$ cat src/hw/exec_map.vh
// Opcode fields, size codes and step constants for the purge, push and bit-clear executor.
`ifndef EXEC_MAP_VH
`define EXEC_MAP_VH
`define EXT_PREFIX        8'h7A
`define OPLO_PURGE_ND     8'h39
`define OPLO_PURGE_NI     8'h29
`define OPLO_PURGE_SD     8'h19
`define OPLO_PURGE_SI     8'h09
`define OPLO_PURGE_NORMAL 8'h0B
`define SPACE_ND          2'h3
`define SPACE_NI          2'h2
`define SPACE_SD          2'h1
`define SPACE_SI          2'h0
`define SIZE_BYTE         2'h0
`define SIZE_WORD         2'h1
`define SIZE_LONG         2'h2
`define PUSH_DEC_WORD     32'h00000002
`define PUSH_DEC_LONG     32'h00000004
`define BITNUM_MASK_BYTE  5'h07
`define BITNUM_MASK_WORD  5'h0F
`define BITNUM_MASK_LONG  5'h1F
`define TLB_ENTRIES       8
`define TLB_IDX_W         3
`define PAGE_W            20
`endif

$ cat src/hw/bit_clear_unit.v
// Combinational bit-clear datapath for byte, word and longword operands.
`timescale 1ns/1ps
`default_nettype none
`include "exec_map.vh"
module bit_clear_unit (
  input  wire [31:0] operand,
  input  wire [4:0]  bit_num,
  input  wire [1:0]  size,
  output reg  [31:0] result
);
  // Effective bit index after masking to the operand width.
  reg [4:0] idx;
  // Clears exactly one bit; higher bits of the bit number are ignored.
  always @* begin
    case (size)
      `SIZE_BYTE: idx = bit_num & `BITNUM_MASK_BYTE;
      `SIZE_WORD: idx = bit_num & `BITNUM_MASK_WORD;
      default:    idx = bit_num & `BITNUM_MASK_LONG;
    endcase
    result = operand & ~(32'h00000001 << idx);
  end
endmodule
`default_nettype wire

$ cat src/hw/tlb_purge_push_bit_clear_exec.v
// Executor for translation purges, stack pushes and bit-clear instructions.
// Summary of operation
// - Single purge invalidates entries matching the address and the decoded space.
// - Decode four purge spaces from opcode low byte.
// - Purge address via register-indirect or effective address.
// - Purges privileged; trap otherwise, flags untouched.
// - Normal-space purge drops normal data/instruction entries.
// - Push decrements pointer by two or four.
// - Push writes at the already-decremented pointer.
// - Zero pointer field is not a push.
// - Effective-address push fetches one to three extension words.
// - Bit clear zeroes selected bit, keeps others.
// - Bit number immediate or from word register.
// - Bit number masked to three, four, five bits.
`timescale 1ns/1ps
`default_nettype none
`include "exec_map.vh"
module tlb_purge_push_bit_clear_exec (
  input  wire        clk,
  input  wire        reset,
  input  wire        start,
  input  wire [1:0]  op_class,
  input  wire [7:0]  op_low,
  input  wire        system_mode,
  input  wire [31:0] ea_addr,
  input  wire        reg_indirect,
  input  wire [3:0]  reg_field,
  input  wire [1:0]  size,
  input  wire [31:0] ptr_value,
  input  wire [31:0] src_value,
  input  wire [1:0]  ext_words,
  input  wire        dyn_bit,
  input  wire [4:0]  imm_bit,
  input  wire [15:0] bit_reg,
  input  wire        tlb_fill,
  input  wire [1:0]  fill_space,
  input  wire [31:0] fill_addr,
  output reg         ext_fetch,
  output reg         ptr_we,
  output reg  [31:0] ptr_new,
  output reg         mem_we,
  output reg  [31:0] mem_addr,
  output reg  [31:0] mem_data,
  output reg         dst_we,
  output reg  [31:0] dst_data,
  output reg         priv_trap,
  output reg         illegal,
  output reg         done,
  output reg  [`TLB_ENTRIES-1:0] tlb_valid
);
  // Operation classes presented on op_class.
  localparam CL_PURGE = 2'h0;
  localparam CL_PUSH  = 2'h1;
  localparam CL_BCLR  = 2'h2;
  // Sequencer states.
  localparam ST_IDLE  = 2'h0;
  localparam ST_EXT   = 2'h1;
  localparam ST_WRITE = 2'h2;

  reg  [1:0]  state_q;                      // Sequencer state.
  reg  [1:0]  ext_left_q;                   // Extension words still to fetch.
  reg  [31:0] dec_ptr_q;                    // Decremented stack pointer.
  reg  [31:0] push_val_q;                   // Value to push.
  reg  [`TLB_IDX_W-1:0] fill_ptr_q;         // Round-robin fill slot.
  reg  [`PAGE_W-1:0] tag_q [0:`TLB_ENTRIES-1]; // Page tags.
  reg  [1:0]  spc_q [0:`TLB_ENTRIES-1];     // Address space of each entry.
  wire [31:0] clr_result;                   // Bit-clear result.
  wire [4:0]  bit_sel;                      // Chosen bit number.
  wire [31:0] dec_amt;                      // Push decrement.
  reg  [1:0]  purge_space;                  // Decoded purge space.
  reg         purge_one;                    // Single-entry purge decoded.
  reg         purge_norm;                   // Normal-space purge decoded.

  // Dynamic form takes bit number from a word register.
  assign bit_sel = dyn_bit ? bit_reg[4:0] : imm_bit;
  assign dec_amt = (size == `SIZE_LONG) ? `PUSH_DEC_LONG : `PUSH_DEC_WORD;

  bit_clear_unit u_clr (
    .operand (src_value),
    .bit_num (bit_sel),
    .size    (size),
    .result  (clr_result)
  );

  // Decodes the purge variant from the opcode low byte.
  always @* begin
    purge_one   = 1'b1;
    purge_norm  = 1'b0;
    purge_space = `SPACE_SI;
    case (op_low)
      `OPLO_PURGE_ND: purge_space = `SPACE_ND;
      `OPLO_PURGE_NI: purge_space = `SPACE_NI;
      `OPLO_PURGE_SD: purge_space = `SPACE_SD;
      `OPLO_PURGE_SI: purge_space = `SPACE_SI;
      `OPLO_PURGE_NORMAL: begin
        purge_one  = 1'b0;
        purge_norm = 1'b1;
      end
      default: purge_one = 1'b0;
    endcase
  end

  // Translation buffer state; one process per entry.
  genvar gi;
  generate
    for (gi = 0; gi < `TLB_ENTRIES; gi = gi + 1) begin : g_tlb
      always @(posedge clk or posedge reset) begin
        if (reset) begin
          tlb_valid[gi] <= 1'b0;
          tag_q[gi]     <= {`PAGE_W{1'b0}};
          spc_q[gi]     <= 2'h0;
        end else if (state_q == ST_IDLE && start && op_class == CL_PURGE &&
                     system_mode && !(purge_one && reg_indirect && reg_field == 4'h0)) begin
          // Purge only proceeds in system mode, so a trapped purge invalidates no entry.
          if (purge_one && tag_q[gi] == ea_addr[31:32-`PAGE_W] &&
              spc_q[gi] == purge_space) begin
            tlb_valid[gi] <= 1'b0;
          end else if (purge_norm && spc_q[gi][1]) begin
            tlb_valid[gi] <= 1'b0;
          end
        end else if (tlb_fill && fill_ptr_q == gi) begin
          // Fill from the translation walker.
          tlb_valid[gi] <= 1'b1;
          tag_q[gi]     <= fill_addr[31:32-`PAGE_W];
          spc_q[gi]     <= fill_space;
        end
      end
    end
  endgenerate

  // Instruction sequencer.
  always @(posedge clk or posedge reset) begin
    if (reset) begin
      state_q    <= ST_IDLE;
      ext_left_q <= 2'h0;
      dec_ptr_q  <= 32'h00000000;
      push_val_q <= 32'h00000000;
      fill_ptr_q <= {`TLB_IDX_W{1'b0}};
      ext_fetch  <= 1'b0;
      ptr_we     <= 1'b0;
      ptr_new    <= 32'h00000000;
      mem_we     <= 1'b0;
      mem_addr   <= 32'h00000000;
      mem_data   <= 32'h00000000;
      dst_we     <= 1'b0;
      dst_data   <= 32'h00000000;
      priv_trap  <= 1'b0;
      illegal    <= 1'b0;
      done       <= 1'b0;
    end else begin
      // Pulses default low each cycle.
      ext_fetch <= 1'b0;
      ptr_we    <= 1'b0;
      mem_we    <= 1'b0;
      dst_we    <= 1'b0;
      priv_trap <= 1'b0;
      illegal   <= 1'b0;
      done      <= 1'b0;
      if (tlb_fill) begin
        fill_ptr_q <= fill_ptr_q + 1'b1;
      end
      case (state_q)
        ST_IDLE: begin
          if (start) begin
            case (op_class)
              CL_PURGE: begin
                if (!(purge_one || purge_norm)) begin
                  illegal <= 1'b1;
                  done    <= 1'b1;
                end else if (!system_mode) begin
                  // Trap in normal mode; no flag output exists to change.
                  priv_trap <= 1'b1;
                  done      <= 1'b1;
                end else if (purge_one && reg_indirect && reg_field == 4'h0) begin
                  illegal <= 1'b1;
                  done    <= 1'b1;
                end else begin
                  done <= 1'b1;
                end
              end
              CL_PUSH: begin
                if (reg_field == 4'h0) begin
                  illegal <= 1'b1;
                  done    <= 1'b1;
                end else begin
                  // Decrement first; memory write follows in a later cycle.
                  dec_ptr_q  <= ptr_value - dec_amt;
                  ptr_new    <= ptr_value - dec_amt;
                  ptr_we     <= 1'b1;
                  push_val_q <= (size == `SIZE_LONG) ? src_value :
                                {16'h0000, src_value[15:0]};
                  ext_left_q <= ext_words;
                  if (ext_words != 2'h0) begin
                    state_q <= ST_EXT;
                  end else begin
                    state_q <= ST_WRITE;
                  end
                end
              end
              CL_BCLR: begin
                if (dyn_bit && (reg_indirect || ext_words != 2'h0)) begin
                  illegal <= 1'b1;
                  done    <= 1'b1;
                end else begin
                  dst_data <= clr_result;
                  dst_we   <= 1'b1;
                  done     <= 1'b1;
                end
              end
              default: begin
                illegal <= 1'b1;
                done    <= 1'b1;
              end
            endcase
          end
        end
        ST_EXT: begin
          // One extension word fetched per cycle.
          ext_fetch  <= 1'b1;
          ext_left_q <= ext_left_q - 1'b1;
          if (ext_left_q == 2'h1) begin
            state_q <= ST_WRITE;
          end
        end
        ST_WRITE: begin
          mem_addr <= dec_ptr_q;
          mem_data <= push_val_q;
          mem_we   <= 1'b1;
          done     <= 1'b1;
          state_q  <= ST_IDLE;
        end
        default: state_q <= ST_IDLE;
      endcase
    end
  end
endmodule
`default_nettype wire

$ cat config.mk
export PLATFORM = sky130hd
export DESIGN_NAME = tlb_purge_push_bit_clear_exec
export DESIGN_NICKNAME = d
export VERILOG_FILES = /design/src/hw/bit_clear_unit.v /design/src/hw/tlb_purge_push_bit_clear_exec.v
export VERILOG_INCLUDE_DIRS = /design/src /design/src/hw
export SDC_FILE = /design/constraint.sdc
export NUM_CORES = 1
export LEC_CHECK = 0
export ABC_CLOCK_PERIOD_IN_PS = 13050
export BUFFER_PORTS_ARGS = -buffer_cell sky130_fd_sc_hd__buf_2
export CAP_MARGIN = 20
export CORE_UTILIZATION = 56
export CTS_CLUSTER_SIZE = 14
export DETAILED_ROUTE_END_ITERATION = 10
export GPL_TIMING_DRIVEN = 0
export PLACE_DENSITY = 0.81
export SLEW_MARGIN = 30
export SYNTH_ARGS = -nofsm -noshare
export SYNTH_HDL_FRONTEND = slang
export SYNTH_HIERARCHICAL = 1
export SYNTH_SLANG_ARGS = --single-unit
$ cat constraint.sdc
create_clock -name clk -period 13.05 [get_ports clk]
set_clock_uncertainty 0.15 [all_clocks]
set_input_delay 0.6525 -clock clk [delete_from_list [all_inputs] [get_ports clk]]
set_output_delay 0.6525 -clock clk [all_outputs]
set_load 0.01 [all_outputs]
==> flow_metrics.tcl <==
set metrics [dict create \
    status "completed" \
    drive_above_1_share_pct 38.50 \
    synth_xor_area_share_pct 10.58 \
    grt_max_degree 84 \
    period_share_pct 27.87 \
    min_path_type "in2reg" \
    coreArea_sq_um 29560 \
    slew_violations 0 \
    ys_ff_latch 358 \
    synth_area_per_cell_sq_um 12.26 \
    power_density_nw_per_um2 229.3 \
    startpoint_type "input port" \
    grt_pass1_wl_um 72290 \
    worst_slack_ns 9.413 \
    arrival_ns 3.89 \
    rsz0062_at_grt "false" \
    synthAdderAreaFrac_pct 0.7893 \
    clockBufferDepth 3 \
    ant_nets 0 \
    clkSinkCount 358 \
    total_power_mw 4.602 \
    cts_root_buf "clkbuf_16" \
    post_drt_via_cell_ratio 5.801 \
    holdPathStages 3 \
    synth_warnings 6 \
    relSlewSlack_pct 34.98 \
    synth-compound-area-share_pct 4.222 \
    syn2layout_area_growth_pct 19.42 \
    clk_pin_slew_worst_paths_ns 0.06 \
    max_cap_viol_count 0 \
    clock_latency_ns 0.55 \
    synth_cells 1371 \
    timing.hold.ws_ns 0.1719 \
    setup-violations-final 0 \
    cts_inserted_buffers 39 \
    drt_first_pass_iters 5 \
    vdd_drop_max_uv 174.5 \
    drcViolationCount 0 \
    die_area_sq_um 30700 \
    crit_required_ns 13.30 \
    start_util_pct 56.85 \
    cts_tree "built" \
    synth_simple_gate_area_share_pct 9.814 \
    period_needed_ns 3.637 \
    synth-main-ff-cell "dfrtp_1" \
    fin_tns_setup_ns 0 \
    leakage_nw 9.110 \
    ioPinCount 319 \
    grt_usage_pct 30.91 \
    worst_setup_path_end_kind "flip-flop" \
    wl_per_cell_um 22.25 \
    die_w_um 175.2 \
    final_util_pct 67.89 \
    worst_pin_slew_ns 0.9754 \
    fp-row-count 63 \
    synth_cell_types 59 \
    synth_top_family_by_area "multiplexers" \
    synth.area.mux_share_pct 18.56 \
    r2r_cells 8 \
    wirelength_um 46720 \
    vias 12180 \
    synth_async_sr_flop_share_pct 100.0 \
    fp.dieH_um 175.2 \
    gp_congestion 0.9119 \
    synth_seq_area_share_pct 53.31 \
    fin_area_sq_um 20070 \
    pre_cts_slack_ns 8.869 \
    placed_cell_area_sq_um 18710 \
    gr-total-overflow 0 \
    path_max_fanout 10 \
    htreeDepth 2 \
    layoutNonFillerInstCount 2100 \
    synth_area_sq_um 16800 \
    numPortBuffers 259 \
    hold_violations 0 \
    maxClockFrequency_ghz 0.2750 \
    antenna_found_initial 6 \
    grt_pass1_vias 12730 \
    drt_iter0_markers 974 \
    critical_path_class "in2reg" \
    dp.cells 2024 \
    finish.net_count 1862 \
    synth-edff-count 0 \
    dp_hpwl_um 33590 \
    synth_nets 1557 \
    post_cts_resized 0 \
]
flip-flops by register name (all words and copies together) (netlist names), 2 cells and up:
register	count
dec_ptr_q	32
dst_data	32
tag_q	160
mem_addr	32
tlb_valid	8
ext_left_q	2
mem_data	32
spc_q	16
push_val_q	32
state_q	2
fill_ptr_q	3
timing repair:
item / CTS / global route
hold buffers: 1 / 0
setup buffers: 0 / 0
endpoints found under the hold margin: 42 / 0
report_power, final:
group | internal (mW) | switching, mW | leakage (nW)
logic | 0.768 | 0.704 | 4.05
clock network | 0.689 | 0.456 | 0.659
registers | 1.63 | 0.356 | 4.40
logic make-up (layout without fill, tap and decap cells):
family                   after synthesis  in the layout
buffers and inverters                107            440
adder cells (fa/ha/maj)               10             10
AND/OR/NAND/NOR                      310            310
other                                  0              6
flip-flops                           358            358
AO/OA/AOI/OAI                        106            106
XOR/XNOR                             203            203
multiplexers                         277            277
cell usage after synthesis, types with 3 or more instances:
cell type | n | area [sq um]
o21ai_0 | 45 | 225.2
buf_1 | 5 | 18.77
and4b_1 | 3 | 30.03
xnor2_1 | 138 | 1209
o22ai_1 | 5 | 31.28
or3_1 | 6 | 37.54
clkbuf_1 | 53 | 198.9
nand2_1 | 131 | 491.7
nand3_1 | 22 | 110.1
nor4_1 | 25 | 156.4
o31a_1 | 3 | 26.28
mux2_2 | 277 | 3119
nor4b_1 | 3 | 26.28
or4_4 | 3 | 33.78
nor2_1 | 32 | 120.1
a21oi_1 | 8 | 40.04
nor3b_1 | 5 | 37.54
o2bb2ai_1 | 3 | 26.28
o21a_1 | 3 | 22.52
xor2_1 | 65 | 569.3
buf_2 | 19 | 95.09
buf_6 | 3 | 33.78
o21ai_1 | 5 | 25.02
a21boi_0 | 11 | 82.58
nand4_1 | 28 | 175.2
nor3b_2 | 5 | 62.56
dfrtp_1 | 358 | 8959
a211oi_1 | 3 | 22.52
a31oi_1 | 6 | 37.54
ha_1 | 9 | 112.6
and3_1 | 5 | 31.28
a32oi_1 | 5 | 43.79
nand2b_1 | 6 | 37.54
a41oi_2 | 5 | 81.33
inv_1 | 24 | 90.09
nor3_1 | 14 | 70.07
area by class of cell:
cell class | count | area [sq um]
Tap cell | 390 | 488.0
Timing Repair Buffer | 264 | 1416
Antenna cell | 6 | 15.01
Sequential cell | 358 | 8959
Buffer | 83 | 366.6
Clock buffer | 49 | 1085
Inverter | 24 | 97.59
Clock inverter | 20 | 245.2
Multi-Input combinational cell | 906 | 7395
Fill cell | 2144 | 9493
routing by layer:
layer / up-vias / GRT usage [%] / share of wire [%]
met1: 6171 / 38.12 / 39
met3: 130 / 7.158 / 7.5
li1: 5348 / - / -
met2: 532 / 51.90 / 49
met4: 2 / 13.62 / 4.4
met5: - / 0 / 0.024
cell usage in the layout, fill, tap and decap left out, types with 11 or more instances in the layout:
master / instances
nor3_1: 14
buf_2: 278
nand2_1: 131
nand3_1: 22
inv_1: 23
nor2_1: 32
clkbuf_16: 40
mux2_2: 277
a21boi_0: 11
nand4_1: 28
xnor2_1: 138
dfrtp_1: 358
o21ai_0: 45
clkbuf_1: 57
xor2_1: 65
clkinv_2: 11
nor4_1: 25
worst paths after layout:
path | from | to | slack (ns)
setup / recovery | size[1] | dec_ptr_q[31] | 9.41
hold / removal | ptr_value[0] | dec_ptr_q[0] | 0.17
setup reg to reg | state_q[1] | tag_q[104] | 10.02
hold reg to reg | push_val_q[31] | push_val_q[31] | 0.32
max in group asynchronous | reset | tlb_valid[4] | 10.72
min in group asynchronous | reset | mem_addr[21] | 0.51
worst max-delay path: stages:
cell	delay [ns]
buf_2	0.13
nor2b_1	0.13
clkbuf_1	0.37
clkbuf_1	0.50
fa_1	0.31
nor3b_1	0.52
nand3b_1	0.22
or2_4	0.31
or4_4	0.52
xor2_1	0.17
o21ai_2	0.06
No activity file was read; power rests on OpenSTA's default activity.
